<file path="src/inc/cah_regs.vh">
// Purpose: constants for the compact ALU / high-register / pc-load decoder
// Assumes: included by bare name from the decoder core and the bench
// Notes: offsets are byte addresses on the AXI4-Lite register bus
`ifndef CAH_REGS_VH
`define CAH_REGS_VH

// ****************************************
// register map and bus answers
// ****************************************
`define CAH_ADDR_W 8
`define CAH_OFF_INSTR 8'h00
`define CAH_OFF_IADDR 8'h04
`define CAH_OFF_STATUS 8'h08
`define CAH_OFF_RESULT 8'h0c
`define CAH_OFF_TARGET 8'h10
`define CAH_OFF_CYCLES 8'h14
`define CAH_WIN_BASE 2'h1
`define CAH_RESP_OKAY 2'h0
`define CAH_RESP_SLVERR 2'h2

// ****************************************
// status fields and reset values
// ****************************************
`define CAH_ST_BUSY 0
`define CAH_ST_COMPACT 1
`define CAH_ST_UNSUP 2
`define CAH_ST_FLAG_LO 28
`define CAH_ST_FLAG_HI 31
`define CAH_RST_FLAGS 4'h0
`define CAH_RST_COMPACT 1'b1
`define CAH_RST_WORD 32'h0000_0000

// ****************************************
// instruction fields
// ****************************************
`define CAH_FMT4_PAT 6'h10
`define CAH_FMT5_PAT 6'h11
`define CAH_FMT6_PAT 5'h09
`define CAH_OP_AND 4'h0
`define CAH_OP_XOR 4'h1
`define CAH_OP_SHL 4'h2
`define CAH_OP_SHR 4'h3
`define CAH_OP_SAR 4'h4
`define CAH_OP_ADC 4'h5
`define CAH_OP_SUBC 4'h6
`define CAH_OP_ROTR 4'h7
`define CAH_OP_TEST 4'h8
`define CAH_OP_RSUB 4'h9
`define CAH_OP_CSUB 4'ha
`define CAH_OP_CADD 4'hb
`define CAH_OP_OR 4'hc
`define CAH_OP_PROD 4'hd
`define CAH_OP_ANDN 4'he
`define CAH_OP_NOT 4'hf
`define CAH_HOP_ADD 2'h0
`define CAH_HOP_CSUB 2'h1
`define CAH_HOP_COPY 2'h2
`define CAH_HOP_BREX 2'h3
`define CAH_PC_IDX 4'hf

// ****************************************
// pc forms and cycle counts
// ****************************************
`define CAH_PC_AHEAD 32'h0000_0004
`define CAH_CLR_BIT0 32'hffff_fffe
`define CAH_CLR_BIT1 32'hffff_fffd
`define CAH_CYC_DP 4'h1
`define CAH_CYC_REGSHIFT 4'h2
`define CAH_CYC_PCWRITE 4'h3
`define CAH_CYC_LOAD 4'h3
`define CAH_CYC_MAX 4'hf

`endif

</file>
<file path="src/core/cah_decode_core.v">
// Purpose: execute compact ALU, high-register/branch and pc-relative load
// Assumes: instruction and its address issued over AXI4-Lite; load path on aclk
// Notes: one instruction under way at a time; busy refuses a new one
`timescale 1ns/1ps
`include "cah_regs.vh"
module cah_decode_core (
  input wire aclk,
  input wire aresetn,
  input wire [7:0] s_axi_awaddr,
  input wire [2:0] s_axi_awprot,
  input wire s_axi_awvalid,
  output wire s_axi_awready,
  input wire [31:0] s_axi_wdata,
  input wire [3:0] s_axi_wstrb,
  input wire s_axi_wvalid,
  output wire s_axi_wready,
  output reg [1:0] s_axi_bresp,
  output reg s_axi_bvalid,
  input wire s_axi_bready,
  input wire [7:0] s_axi_araddr,
  input wire [2:0] s_axi_arprot,
  input wire s_axi_arvalid,
  output wire s_axi_arready,
  output reg [31:0] s_axi_rdata,
  output reg [1:0] s_axi_rresp,
  output reg s_axi_rvalid,
  input wire s_axi_rready,
  output reg load_req,
  output reg [31:0] load_addr,
  input wire [31:0] load_data,
  input wire load_valid,
  output wire busy,
  output reg instr_done,
  output reg branch_valid,
  output reg [31:0] branch_addr,
  output reg compact_state,
  output reg [3:0] cond_flags
);
  localparam ST_IDLE = 1'b0;
  localparam ST_RUN = 1'b1;
  localparam SH_LEFT = 2'h0;
  localparam SH_RLOG = 2'h1;
  localparam SH_RARI = 2'h2;
  localparam SH_ROT = 2'h3;

  // ****************************************
  // helper functions
  // ****************************************
  function [3:0] cah_rd_idx;
    input [15:0] i;
    begin
      if (i[15:10] == `CAH_FMT5_PAT) begin
        cah_rd_idx = {i[7], i[2:0]};
      end else if (i[15:11] == `CAH_FMT6_PAT) begin
        cah_rd_idx = {1'b0, i[10:8]};
      end else begin
        cah_rd_idx = {1'b0, i[2:0]};
      end
    end
  endfunction

  function [3:0] cah_src_idx;
    input [15:0] i;
    begin
      if (i[15:10] == `CAH_FMT5_PAT) begin
        cah_src_idx = {i[6], i[5:3]};
      end else begin
        cah_src_idx = {1'b0, i[5:3]};
      end
    end
  endfunction

  // returns {overflow, carry, sum}
  function [33:0] cah_add;
    input [31:0] a;
    input [31:0] b;
    input cin;
    reg [32:0] s;
    begin
      s = {1'b0, a} + {1'b0, b} + {32'h0, cin};
      cah_add = {(a[31] == b[31]) && (s[31] != a[31]), s};
    end
  endfunction

  // returns {carry out, result}; amount zero leaves value and carry alone
  function [32:0] cah_shift;
    input [1:0] kind;
    input [31:0] d;
    input [7:0] n;
    input cin;
    reg [63:0] w;
    reg [31:0] r;
    reg c;
    begin
      w = 64'h0;
      r = d;
      c = cin;
      if (n != 8'h00) begin
        case (kind)
          SH_LEFT: begin
            w = {32'h0, d} << n;
            r = w[31:0];
            c = w[32];
          end
          SH_RLOG: begin
            w = {d, 32'h0} >> n;
            r = w[63:32];
            c = w[31];
          end
          SH_RARI: begin
            w = {d, 32'h0};
            w = $signed(w) >>> n;
            r = w[63:32];
            c = w[31];
          end
          default: begin
            if (n[4:0] == 5'h00) begin
              c = d[31];
            end else begin
              w = {d, d} >> n[4:0];
              r = w[31:0];
              c = r[31];
            end
          end
        endcase
      end
      cah_shift = {c, r};
    end
  endfunction

  // multiply cycles: one plus one per significant multiplier byte group
  function [3:0] cah_mul_cyc;
    input [31:0] m;
    begin
      if (m[31:8] == 24'h0 || m[31:8] == 24'hff_ffff) begin
        cah_mul_cyc = `CAH_CYC_DP + 4'h1;
      end else if (m[31:16] == 16'h0 || m[31:16] == 16'hffff) begin
        cah_mul_cyc = `CAH_CYC_DP + 4'h2;
      end else if (m[31:24] == 8'h0 || m[31:24] == 8'hff) begin
        cah_mul_cyc = `CAH_CYC_DP + 4'h3;
      end else begin
        cah_mul_cyc = `CAH_CYC_DP + 4'h4;
      end
    end
  endfunction

  // ****************************************
  // state
  // ****************************************
  reg st_r;
  reg [3:0] cnt_r;
  reg [15:0] ir_r;
  reg [31:0] iaddr_r;
  reg [31:0] res_r;
  reg [31:0] result_r;
  reg [31:0] target_r;
  reg [3:0] cycles_r;
  reg unsup_r;
  reg wb_r;
  reg [3:0] widx_r;
  reg [3:0] fl_r;
  reg br_r;
  reg [31:0] bra_r;
  reg t_r;
  reg un_r;
  reg [3:0] ncyc_r;
  reg aw_full_r;
  reg w_full_r;
  reg [7:0] awaddr_r;
  reg [31:0] wdata_r;
  reg [3:0] wstrb_r;
  reg rp1_r;
  reg rp2_r;
  reg [7:0] araddr_r;
  wire [31:0] rf_a;
  wire [31:0] rf_b;

  assign busy = (st_r == ST_RUN);
  assign s_axi_awready = !aw_full_r && !s_axi_bvalid;
  assign s_axi_wready = !w_full_r && !s_axi_bvalid;
  assign s_axi_arready = !rp1_r && !rp2_r && !s_axi_rvalid;

  wire wr_do = aw_full_r && w_full_r && !s_axi_bvalid;
  wire wr_win = (awaddr_r[7:6] == `CAH_WIN_BASE);
  wire issue = wr_do && !busy && (awaddr_r == `CAH_OFF_INSTR);
  wire rd_win = (araddr_r[7:6] == `CAH_WIN_BASE);
  wire rd_step = rp1_r && !issue;

  // ****************************************
  // execute: operands and result of the first run cycle
  // ****************************************
  wire [3:0] rd_i = cah_rd_idx(ir_r);
  wire [3:0] src_i = cah_src_idx(ir_r);
  wire [31:0] pc_op = (iaddr_r + `CAH_PC_AHEAD) & `CAH_CLR_BIT0;
  wire [31:0] op_a = (rd_i == `CAH_PC_IDX) ? pc_op : rf_a;
  wire [31:0] op_b = (src_i == `CAH_PC_IDX) ? pc_op : rf_b;
  wire [31:0] ld_base = (iaddr_r + `CAH_PC_AHEAD) & `CAH_CLR_BIT1;
  wire [31:0] ld_ea = ld_base + {22'h0, ir_r[7:0], 2'b00};
  wire c_in = cond_flags[1];

  reg [31:0] res_c;
  reg [3:0] fl_c;
  reg wb_c;
  reg br_c;
  reg [31:0] bra_c;
  reg t_c;
  reg [3:0] ncyc_c;
  reg ld_c;
  reg un_c;
  reg [33:0] ad;
  reg [32:0] sh;
  reg arith;

  always @* begin
    res_c = op_a;
    fl_c = cond_flags;
    wb_c = 1'b0;
    br_c = 1'b0;
    bra_c = target_r;
    t_c = compact_state;
    ncyc_c = `CAH_CYC_DP;
    ld_c = 1'b0;
    un_c = 1'b0;
    ad = 34'h0;
    sh = 33'h0;
    arith = 1'b0;
    if (ir_r[15:10] == `CAH_FMT4_PAT) begin
      wb_c = 1'b1;
      case (ir_r[9:6])
        `CAH_OP_AND: res_c = op_a & op_b;
        `CAH_OP_XOR: res_c = op_a ^ op_b;
        `CAH_OP_OR: res_c = op_a | op_b;
        `CAH_OP_ANDN: res_c = op_a & ~op_b;
        `CAH_OP_NOT: res_c = ~op_b;
        `CAH_OP_SHL, `CAH_OP_SHR, `CAH_OP_SAR, `CAH_OP_ROTR: begin
          case (ir_r[9:6])
            `CAH_OP_SHL: sh = cah_shift(SH_LEFT, op_a, op_b[7:0], c_in);
            `CAH_OP_SHR: sh = cah_shift(SH_RLOG, op_a, op_b[7:0], c_in);
            `CAH_OP_SAR: sh = cah_shift(SH_RARI, op_a, op_b[7:0], c_in);
            default: sh = cah_shift(SH_ROT, op_a, op_b[7:0], c_in);
          endcase
          res_c = sh[31:0];
          fl_c[1] = sh[32];
          ncyc_c = `CAH_CYC_REGSHIFT;
        end
        `CAH_OP_ADC: begin
          ad = cah_add(op_a, op_b, c_in);
          arith = 1'b1;
        end
        `CAH_OP_SUBC: begin
          ad = cah_add(op_a, ~op_b, c_in);
          arith = 1'b1;
        end
        `CAH_OP_TEST: begin
          res_c = op_a & op_b;
          wb_c = 1'b0;
        end
        `CAH_OP_RSUB: begin
          ad = cah_add(32'h0, ~op_b, 1'b1);
          arith = 1'b1;
        end
        `CAH_OP_CSUB: begin
          ad = cah_add(op_a, ~op_b, 1'b1);
          arith = 1'b1;
          wb_c = 1'b0;
        end
        `CAH_OP_CADD: begin
          ad = cah_add(op_a, op_b, 1'b0);
          arith = 1'b1;
          wb_c = 1'b0;
        end
        default: begin
          res_c = op_b * op_a;
          ncyc_c = cah_mul_cyc(op_a);
        end
      endcase
      if (arith) begin
        res_c = ad[31:0];
        fl_c[1:0] = {ad[32], ad[33]};
      end
      fl_c[3] = res_c[31];
      fl_c[2] = (res_c == 32'h0);
    end else if (ir_r[15:10] == `CAH_FMT5_PAT) begin
      case (ir_r[9:8])
        `CAH_HOP_ADD, `CAH_HOP_COPY: begin
          res_c = (ir_r[9:8] == `CAH_HOP_ADD) ? op_a + op_b : op_b;
          if (rd_i == `CAH_PC_IDX) begin
            br_c = 1'b1;
            bra_c = res_c & `CAH_CLR_BIT0;
            ncyc_c = `CAH_CYC_PCWRITE;
          end else begin
            wb_c = 1'b1;
          end
        end
        `CAH_HOP_CSUB: begin
          ad = cah_add(op_a, ~op_b, 1'b1);
          res_c = ad[31:0];
          fl_c = {ad[31], ad[31:0] == 32'h0, ad[32], ad[33]};
        end
        default: begin
          br_c = 1'b1;
          bra_c = op_b & `CAH_CLR_BIT0;
          t_c = op_b[0];
          res_c = op_b;
          ncyc_c = `CAH_CYC_PCWRITE;
        end
      endcase
    end else if (ir_r[15:11] == `CAH_FMT6_PAT) begin
      ld_c = 1'b1;
      wb_c = 1'b1;
      res_c = ld_ea;
      ncyc_c = `CAH_CYC_LOAD;
    end else begin
      un_c = 1'b1;
    end
  end

  // ****************************************
  // completion and writeback
  // ****************************************
  wire first = busy && (cnt_r == 4'h1);
  wire [3:0] need = first ? ncyc_c : ncyc_r;
  wire ld_pend = first ? ld_c : load_req;
  wire fin = busy && (cnt_r >= need) && (!ld_pend || load_valid);
  wire [31:0] fin_res = (load_req && load_valid) ? load_data : (first ? res_c : res_r);
  wire fin_wb = first ? wb_c : wb_r;
  wire fin_br = first ? br_c : br_r;
  wire [31:0] fin_bra = first ? bra_c : bra_r;
  wire [3:0] fin_fl = first ? fl_c : fl_r;
  wire fin_t = first ? t_c : t_r;
  wire fin_un = first ? un_c : un_r;
  wire [3:0] fin_idx = first ? rd_i : widx_r;
  wire rf_we = (fin && fin_wb) || (wr_do && wr_win && !busy);
  wire [3:0] rf_wa = busy ? fin_idx : awaddr_r[5:2];
  wire [31:0] rf_wd = busy ? fin_res : wdata_r;
  wire [3:0] ra_idx = issue ? cah_rd_idx(wdata_r[15:0]) : araddr_r[5:2];

  cah_regfile #(
    .DW(32),
    .AW(4)
  ) u_rf (
    .aclk(aclk),
    .re_a(issue || rd_step),
    .addr_a(ra_idx),
    .rdata_a(rf_a),
    .re_b(issue),
    .addr_b(cah_src_idx(wdata_r[15:0])),
    .rdata_b(rf_b),
    .we(rf_we),
    .waddr(rf_wa),
    .wdata(rf_wd)
  );

  function [31:0] cah_strb;
    input [31:0] old;
    input [31:0] nw;
    input [3:0] s;
    integer k;
    begin
      cah_strb = old;
      for (k = 0; k < 4; k = k + 1) begin
        if (s[k]) begin
          cah_strb[8*k +: 8] = nw[8*k +: 8];
        end
      end
    end
  endfunction

  wire [31:0] status_w = {cond_flags, 25'h0, unsup_r, compact_state, busy};
  wire [31:0] status_nw = cah_strb(status_w, wdata_r, wstrb_r);

  always @(posedge aclk) begin
    if (!aresetn) begin
      st_r <= ST_IDLE;
      cnt_r <= 4'h0;
      ir_r <= 16'h0;
      iaddr_r <= `CAH_RST_WORD;
      res_r <= `CAH_RST_WORD;
      result_r <= `CAH_RST_WORD;
      target_r <= `CAH_RST_WORD;
      cycles_r <= 4'h0;
      unsup_r <= 1'b0;
      {wb_r, br_r, t_r, un_r} <= 4'h0;
      widx_r <= 4'h0;
      fl_r <= `CAH_RST_FLAGS;
      bra_r <= `CAH_RST_WORD;
      ncyc_r <= `CAH_CYC_DP;
      load_req <= 1'b0;
      load_addr <= `CAH_RST_WORD;
      instr_done <= 1'b0;
      branch_valid <= 1'b0;
      branch_addr <= `CAH_RST_WORD;
      compact_state <= `CAH_RST_COMPACT;
      cond_flags <= `CAH_RST_FLAGS;
      aw_full_r <= 1'b0;
      w_full_r <= 1'b0;
      awaddr_r <= 8'h0;
      wdata_r <= `CAH_RST_WORD;
      wstrb_r <= 4'h0;
      s_axi_bvalid <= 1'b0;
      s_axi_bresp <= `CAH_RESP_OKAY;
      rp1_r <= 1'b0;
      rp2_r <= 1'b0;
      araddr_r <= 8'h0;
      s_axi_rvalid <= 1'b0;
      s_axi_rresp <= `CAH_RESP_OKAY;
      s_axi_rdata <= `CAH_RST_WORD;
    end else begin
      instr_done <= 1'b0;
      branch_valid <= 1'b0;
      // write channel: address and data taken in either order
      if (s_axi_awvalid && s_axi_awready) begin
        aw_full_r <= 1'b1;
        awaddr_r <= s_axi_awaddr;
      end
      if (s_axi_wvalid && s_axi_wready) begin
        w_full_r <= 1'b1;
        wdata_r <= s_axi_wdata;
        wstrb_r <= s_axi_wstrb;
      end
      if (s_axi_bvalid && s_axi_bready) begin
        s_axi_bvalid <= 1'b0;
      end
      if (wr_do) begin
        aw_full_r <= 1'b0;
        w_full_r <= 1'b0;
        s_axi_bvalid <= 1'b1;
        s_axi_bresp <= `CAH_RESP_OKAY;
        if (busy && (wr_win || awaddr_r == `CAH_OFF_INSTR || awaddr_r == `CAH_OFF_IADDR ||
            awaddr_r == `CAH_OFF_STATUS)) begin
          s_axi_bresp <= `CAH_RESP_SLVERR;
        end else if (issue) begin
          ir_r <= wdata_r[15:0];
          st_r <= ST_RUN;
          cnt_r <= 4'h1;
        end else if (awaddr_r == `CAH_OFF_IADDR) begin
          iaddr_r <= cah_strb(iaddr_r, wdata_r, wstrb_r);
        end else if (awaddr_r == `CAH_OFF_STATUS) begin
          cond_flags <= status_nw[`CAH_ST_FLAG_HI:`CAH_ST_FLAG_LO];
          compact_state <= status_nw[`CAH_ST_COMPACT];
        end else if (!wr_win && awaddr_r != `CAH_OFF_RESULT && awaddr_r != `CAH_OFF_TARGET &&
            awaddr_r != `CAH_OFF_CYCLES) begin
          s_axi_bresp <= `CAH_RESP_SLVERR;
        end
      end
      // read channel: two stages so window data comes from the register file
      if (s_axi_arvalid && s_axi_arready) begin
        rp1_r <= 1'b1;
        araddr_r <= s_axi_araddr;
      end
      if (rd_step) begin
        rp1_r <= 1'b0;
        rp2_r <= 1'b1;
      end
      if (rp2_r) begin
        rp2_r <= 1'b0;
        s_axi_rvalid <= 1'b1;
        s_axi_rresp <= `CAH_RESP_OKAY;
        if (rd_win) begin
          s_axi_rdata <= rf_a;
        end else begin
          case (araddr_r)
            `CAH_OFF_INSTR: s_axi_rdata <= {16'h0, ir_r};
            `CAH_OFF_IADDR: s_axi_rdata <= iaddr_r;
            `CAH_OFF_STATUS: s_axi_rdata <= status_w;
            `CAH_OFF_RESULT: s_axi_rdata <= result_r;
            `CAH_OFF_TARGET: s_axi_rdata <= target_r;
            `CAH_OFF_CYCLES: s_axi_rdata <= {28'h0, cycles_r};
            default: begin
              s_axi_rdata <= 32'h0;
              s_axi_rresp <= `CAH_RESP_SLVERR;
            end
          endcase
        end
      end else if (s_axi_rvalid && s_axi_rready) begin
        s_axi_rvalid <= 1'b0;
      end
      // run: latch first-cycle outcome, wait out the cycle count and load
      if (busy) begin
        if (cnt_r != `CAH_CYC_MAX) begin
          cnt_r <= cnt_r + 4'h1;
        end
        if (first) begin
          res_r <= res_c;
          wb_r <= wb_c;
          widx_r <= rd_i;
          fl_r <= fl_c;
          br_r <= br_c;
          bra_r <= bra_c;
          t_r <= t_c;
          un_r <= un_c;
          ncyc_r <= ncyc_c;
          load_req <= ld_c;
          load_addr <= ld_ea;
        end
        if (load_req && load_valid) begin
          load_req <= 1'b0;
          res_r <= load_data;
        end
        if (fin) begin
          st_r <= ST_IDLE;
          cnt_r <= 4'h0;
          instr_done <= 1'b1;
          result_r <= fin_res;
          cycles_r <= cnt_r;
          unsup_r <= fin_un;
          cond_flags <= fin_fl;
          if (fin_br) begin
            branch_valid <= 1'b1;
            branch_addr <= fin_bra;
            target_r <= fin_bra;
            compact_state <= fin_t;
          end
        end
      end
    end
  end
endmodule // cah_decode_core

</file>
<file path="src/core/cah_regfile.v">
// Purpose: sixteen-word register file, two read ports, one write port
// Assumes: single clock; read data registered, held when not enabled
// Notes: write and read of one word in one cycle returns the old word
`timescale 1ns/1ps
module cah_regfile #(
  parameter DW = 32,
  parameter AW = 4
) (
  input wire aclk,
  input wire re_a,
  input wire [AW-1:0] addr_a,
  output reg [DW-1:0] rdata_a,
  input wire re_b,
  input wire [AW-1:0] addr_b,
  output reg [DW-1:0] rdata_b,
  input wire we,
  input wire [AW-1:0] waddr,
  input wire [DW-1:0] wdata
);
  reg [DW-1:0] mem [0:(1<<AW)-1];

  always @(posedge aclk) begin
    if (we) begin
      mem[waddr] <= wdata;
    end
    if (re_a) begin
      rdata_a <= mem[addr_a];
    end
    if (re_b) begin
      rdata_b <= mem[addr_b];
    end
  end
endmodule // cah_regfile

</file>
<file path="config.mk">
export PLATFORM = sky130hd
export DESIGN_NAME = cah_decode_core
export DESIGN_NICKNAME = d
export VERILOG_FILES = /design/src/core/cah_decode_core.v /design/src/core/cah_regfile.v
export VERILOG_INCLUDE_DIRS = /design/src /design/src/inc
export SDC_FILE = /design/constraint.sdc
export NUM_CORES = 2
export LEC_CHECK = 0
export BUFFER_PORTS_ARGS = -buffer_cell sky130_fd_sc_hd__buf_2
export CORE_AREA = 2 2 445 447
export DETAILED_ROUTE_END_ITERATION = 7
export DIE_AREA = 0 0 447 449
export HOLD_SLACK_MARGIN = 0.06
export PLACE_DENSITY = 0.56
export SYNTH_ARGS = -nofsm -noshare
export SYNTH_HDL_FRONTEND = slang
export SYNTH_SLANG_ARGS = --single-unit
</file>
<file path="constraint.sdc">
create_clock -name aclk -period 14.2 [get_ports aclk]
set_clock_uncertainty 0.15 [all_clocks]
set_input_delay 2.84 -clock aclk [delete_from_list [all_inputs] [get_ports aclk]]
set_output_delay 2.84 -clock aclk [all_outputs]
set_load 0.005 [all_outputs]
</file>
==> reports/results.tsv <==
metric	value	unit
status	finished, violations left	
failing checks	DRC, capacitance limit, slew limit	
# DRC	3	
grt total ovfl	0	
internal power	8674	uW
Synth Area in XOR/XNOR	0.02929	
CP arrival	14.11	ns
critical-path maximum fanout	20	
CP max stage delay	0.99	ns
critical path endpoint category	flop	
uppermost layer routed	met5	
clock slew at reported path FFs	0.06	ns
synthesized cell area	77830	um^2
Detail Route Antenna Nets	0	
RSZ-0062 raised after global routing	false	
post-synthesis compound-gate area fraction	0.1940	
main flop type after synthesis	edfxtp_1	
Fmax achieved	72.58	MHz
wire per inst	41.28	um
crit path kind	flop to flop	
Gate power share	0.661	
post-CTS setup buffers	0	
Core ar.	196200	um^2
area of the multi-input gates	50210	um^2
Yosys reg bits	909	
initial antenna violation count	49	
met3 WL	51590	um
Psw	7553	uW
fin nets	9305	
EDFF count, synth	576	
clock network fraction of design power	0.158	
Mean Syn Cell Area	9.172	um^2
dpl ws	1.171	ns
CTS tree	done	
top cells by count, synth	nand2_1, nor2_1, a21oi_1	
die width	447	um
Post-CTS Hold Fix Bufs	0	
worst rel slew slack	-0.1413	
drt first pass iters	8	
total number of vias	77440	
Critical Path Slowest Stage Cell	a31oi_2	
Metal-1 WL	170900	um
mux cell area share after synthesis	0.1030	
register area share after synthesis	0.3079	
first-pass GRT wire length	627700	um
H-tree depth	3	
top-area cell type share of the netlist area	0.2222	
Flop pwr share	0.181	
die height	449	um
worst vdd ir	0.8990	mV
adder-cell share of the synthesized area	0.1446	
gr usage total	0.4543	
largest net degree at the start of global routing	137	
first-iteration detailed-routing DRC count	11530	
PwrDens	186.6	nW/um^2
Hold Crit Class	flop to flop	
placer's final routability congestion estimate	1.094	
later-pin clock latency in the skew report	0.77	ns
worst slew pin tran	1.707	ns
final count of hold timing violations	0	
count leader, synth	nand2_1	
io pins	212	
Max Cap Viol	2	
switch share	0.4655	
Post-Syn Instances	8485	
post-CTS resize count	0	
vias in the first global route	73450	
Leakage	0.03084	uW
met2 WL	197200	um
CTS sink count	909	
clock root buffer	clkbuf_16	
Sequential Area	23980	um^2
Final Max Tran Viols	7	
period utilization	0.9703	
routed wire length	466400	um
CP Launch Type	flop	
Post-synth ARST share	0	
Starting Density	0.3967	
synthesized-area fraction occupied by and/or/nand/nor cells	0.1648	
num rows	163	
Final WS setup	0.4224	ns
largest family of logic cells by synthesized area	compound AO/OA/AOI/OAI gates	
Sum Neg Setup Slack	0	ns
synth-to-layout area growth	11.72	%
Layout fillers	19300	
vias per cell	6.855	
yosys warns	0	
CTS Buf Count	93	
Tmin final	13.78	ns
Worst Path Required	14.53	ns
largest area contributor in the netlist	edfxtp_1	
Setup-failing EPs final	0	
Synth cell types	119	
layout cell share with drive strength beyond 1	0.1585	
DIE AREA	200700	um^2
synth top area cells	edfxtp_1, fa_1, dfxtp_1	
CP most frequent cell	fa_1	
DP HPWL	349900	um
PortBufs	202	
final core occ	0.4432	
maximum clock path buffer count	3	
cells by family after synthesis:
group	Yosys count
AO/OA/AOI/OAI	2286
XOR/XNOR	250
adder cells (fa/ha/maj)	653
buffers and inverters	1125
flip-flops	909
multiplexers	434
other	1
AND/OR/NAND/NOR	2827
cell usage in the layout (no fill, tap or decap), drive strengths merged, types with 31 or more instances in the layout:
master,n
a2111oi,31
a211oi,179
a21o,43
a21oi,659
a221oi,102
a22oi,55
a31oi,131
and2,71
and3,38
buf,661
clkbuf,108
clkinv,54
dfxtp,333
edfxtp,576
fa,411
ha,242
inv,428
mux2,33
mux2i,111
mux4,290
nand2,1103
nand2b,46
nand3,208
nand4,75
nor2,804
nor2b,74
nor3,160
nor4,73
o211ai,102
o21ai,417
o221ai,67
o22ai,93
o31ai,58
or3,38
xnor2,184
xor2,60
worst max-delay path, delay by kind of cell (launching register included):
| family | cells | cell delay, ns |
|---|---|---|
| compound gates | 10 | 4.02 |
| xor+xnor | 1 | 0.15 |
| fa+ha+maj | 9 | 4.53 |
| buf+inv | 2 | 0.33 |
| flops | 1 | 0.74 |
| simple gates | 8 | 3.58 |
power by group through the flow:
| stage | clock [uW] | combinational [uW] | sequential, uW |
|---|---|---|---|
| after floorplan | 0 | 7230 | 2940 |
| after global placement | 0 | 10300 | 2980 |
| after detailed placement | 0 | 10400 | 2980 |
| after CTS | 2590 | 10500 | 2930 |
| after global routing | 2690 | 11500 | 2930 |
| final | 2570 | 10700 | 2930 |
metal layers:
layer  track usage  vias up
met5             0        -
met3        0.1320     1540
met4        0.3677       36
met2        0.6604     5508
li1              -    31330
met1        0.5586    39030
stage by stage:
stage	hold WS, ns	cells	total power (uW)	area (um^2)
2_1_floorplan	0.2719	8487	10170	77830
3_3_place_gp	0.2837	11100	13260	83720
3_5_place_dp	0.2882	11100	13350	83720
4_1_cts	0.2966	11270	15980	86880
5_1_grt	0.3026	11270	17140	86890
6_report	0.2972	11300	16230	86950
cell type report:
class | instances | share of cell area
inverter | 436 | 0.01892
clock inverter | 63 | 0.008231
antenna | 27 | 0.0007771
timing repair buffer | 661 | 0.05258
sequential | 909 | 0.2759
tap | 2640 | 0.03799
multi-input combinational | 6453 | 0.5775
clock buffer | 108 | 0.02812
registers in the layout (all words and copies together), names as in the netlist, 4 cells and up:
| name | count |
|---|---|
| widx_r | 4 |
| cycles_r | 4 |
| wdata_r | 32 |
| s_axi_rdata | 32 |
| awaddr_r | 8 |
| ncyc_r | 4 |
| target_r | 32 |
| result_r | 32 |
| cnt_r | 4 |
| u_rf.mem | 512 |
| araddr_r | 8 |
| u_rf.rdata_b | 32 |
| load_addr | 31 |
| bra_r | 32 |
| wstrb_r | 4 |
| ir_r | 16 |
| fl_r | 4 |
| res_r | 32 |
| cond_flags | 4 |
| u_rf.rdata_a | 32 |
| iaddr_r | 32 |
final timing paths:
path,startpoint,endpoint,slack [ns],cells past startpoint
setup / recovery,iaddr_r[6]$_SDFFE_PN0P_,u_rf.mem[9][29]$_DFFE_PP_,0.42,30
hold / removal,ncyc_r[3]$_SDFFE_PN0P_,ncyc_r[3]$_SDFFE_PN0P_,0.30,2
setup reg to reg,iaddr_r[6]$_SDFFE_PN0P_,u_rf.mem[9][29]$_DFFE_PP_,0.42,30
hold reg to reg,ncyc_r[3]$_SDFFE_PN0P_,ncyc_r[3]$_SDFFE_PN0P_,0.30,2
(Power assumes the default switching activity.)
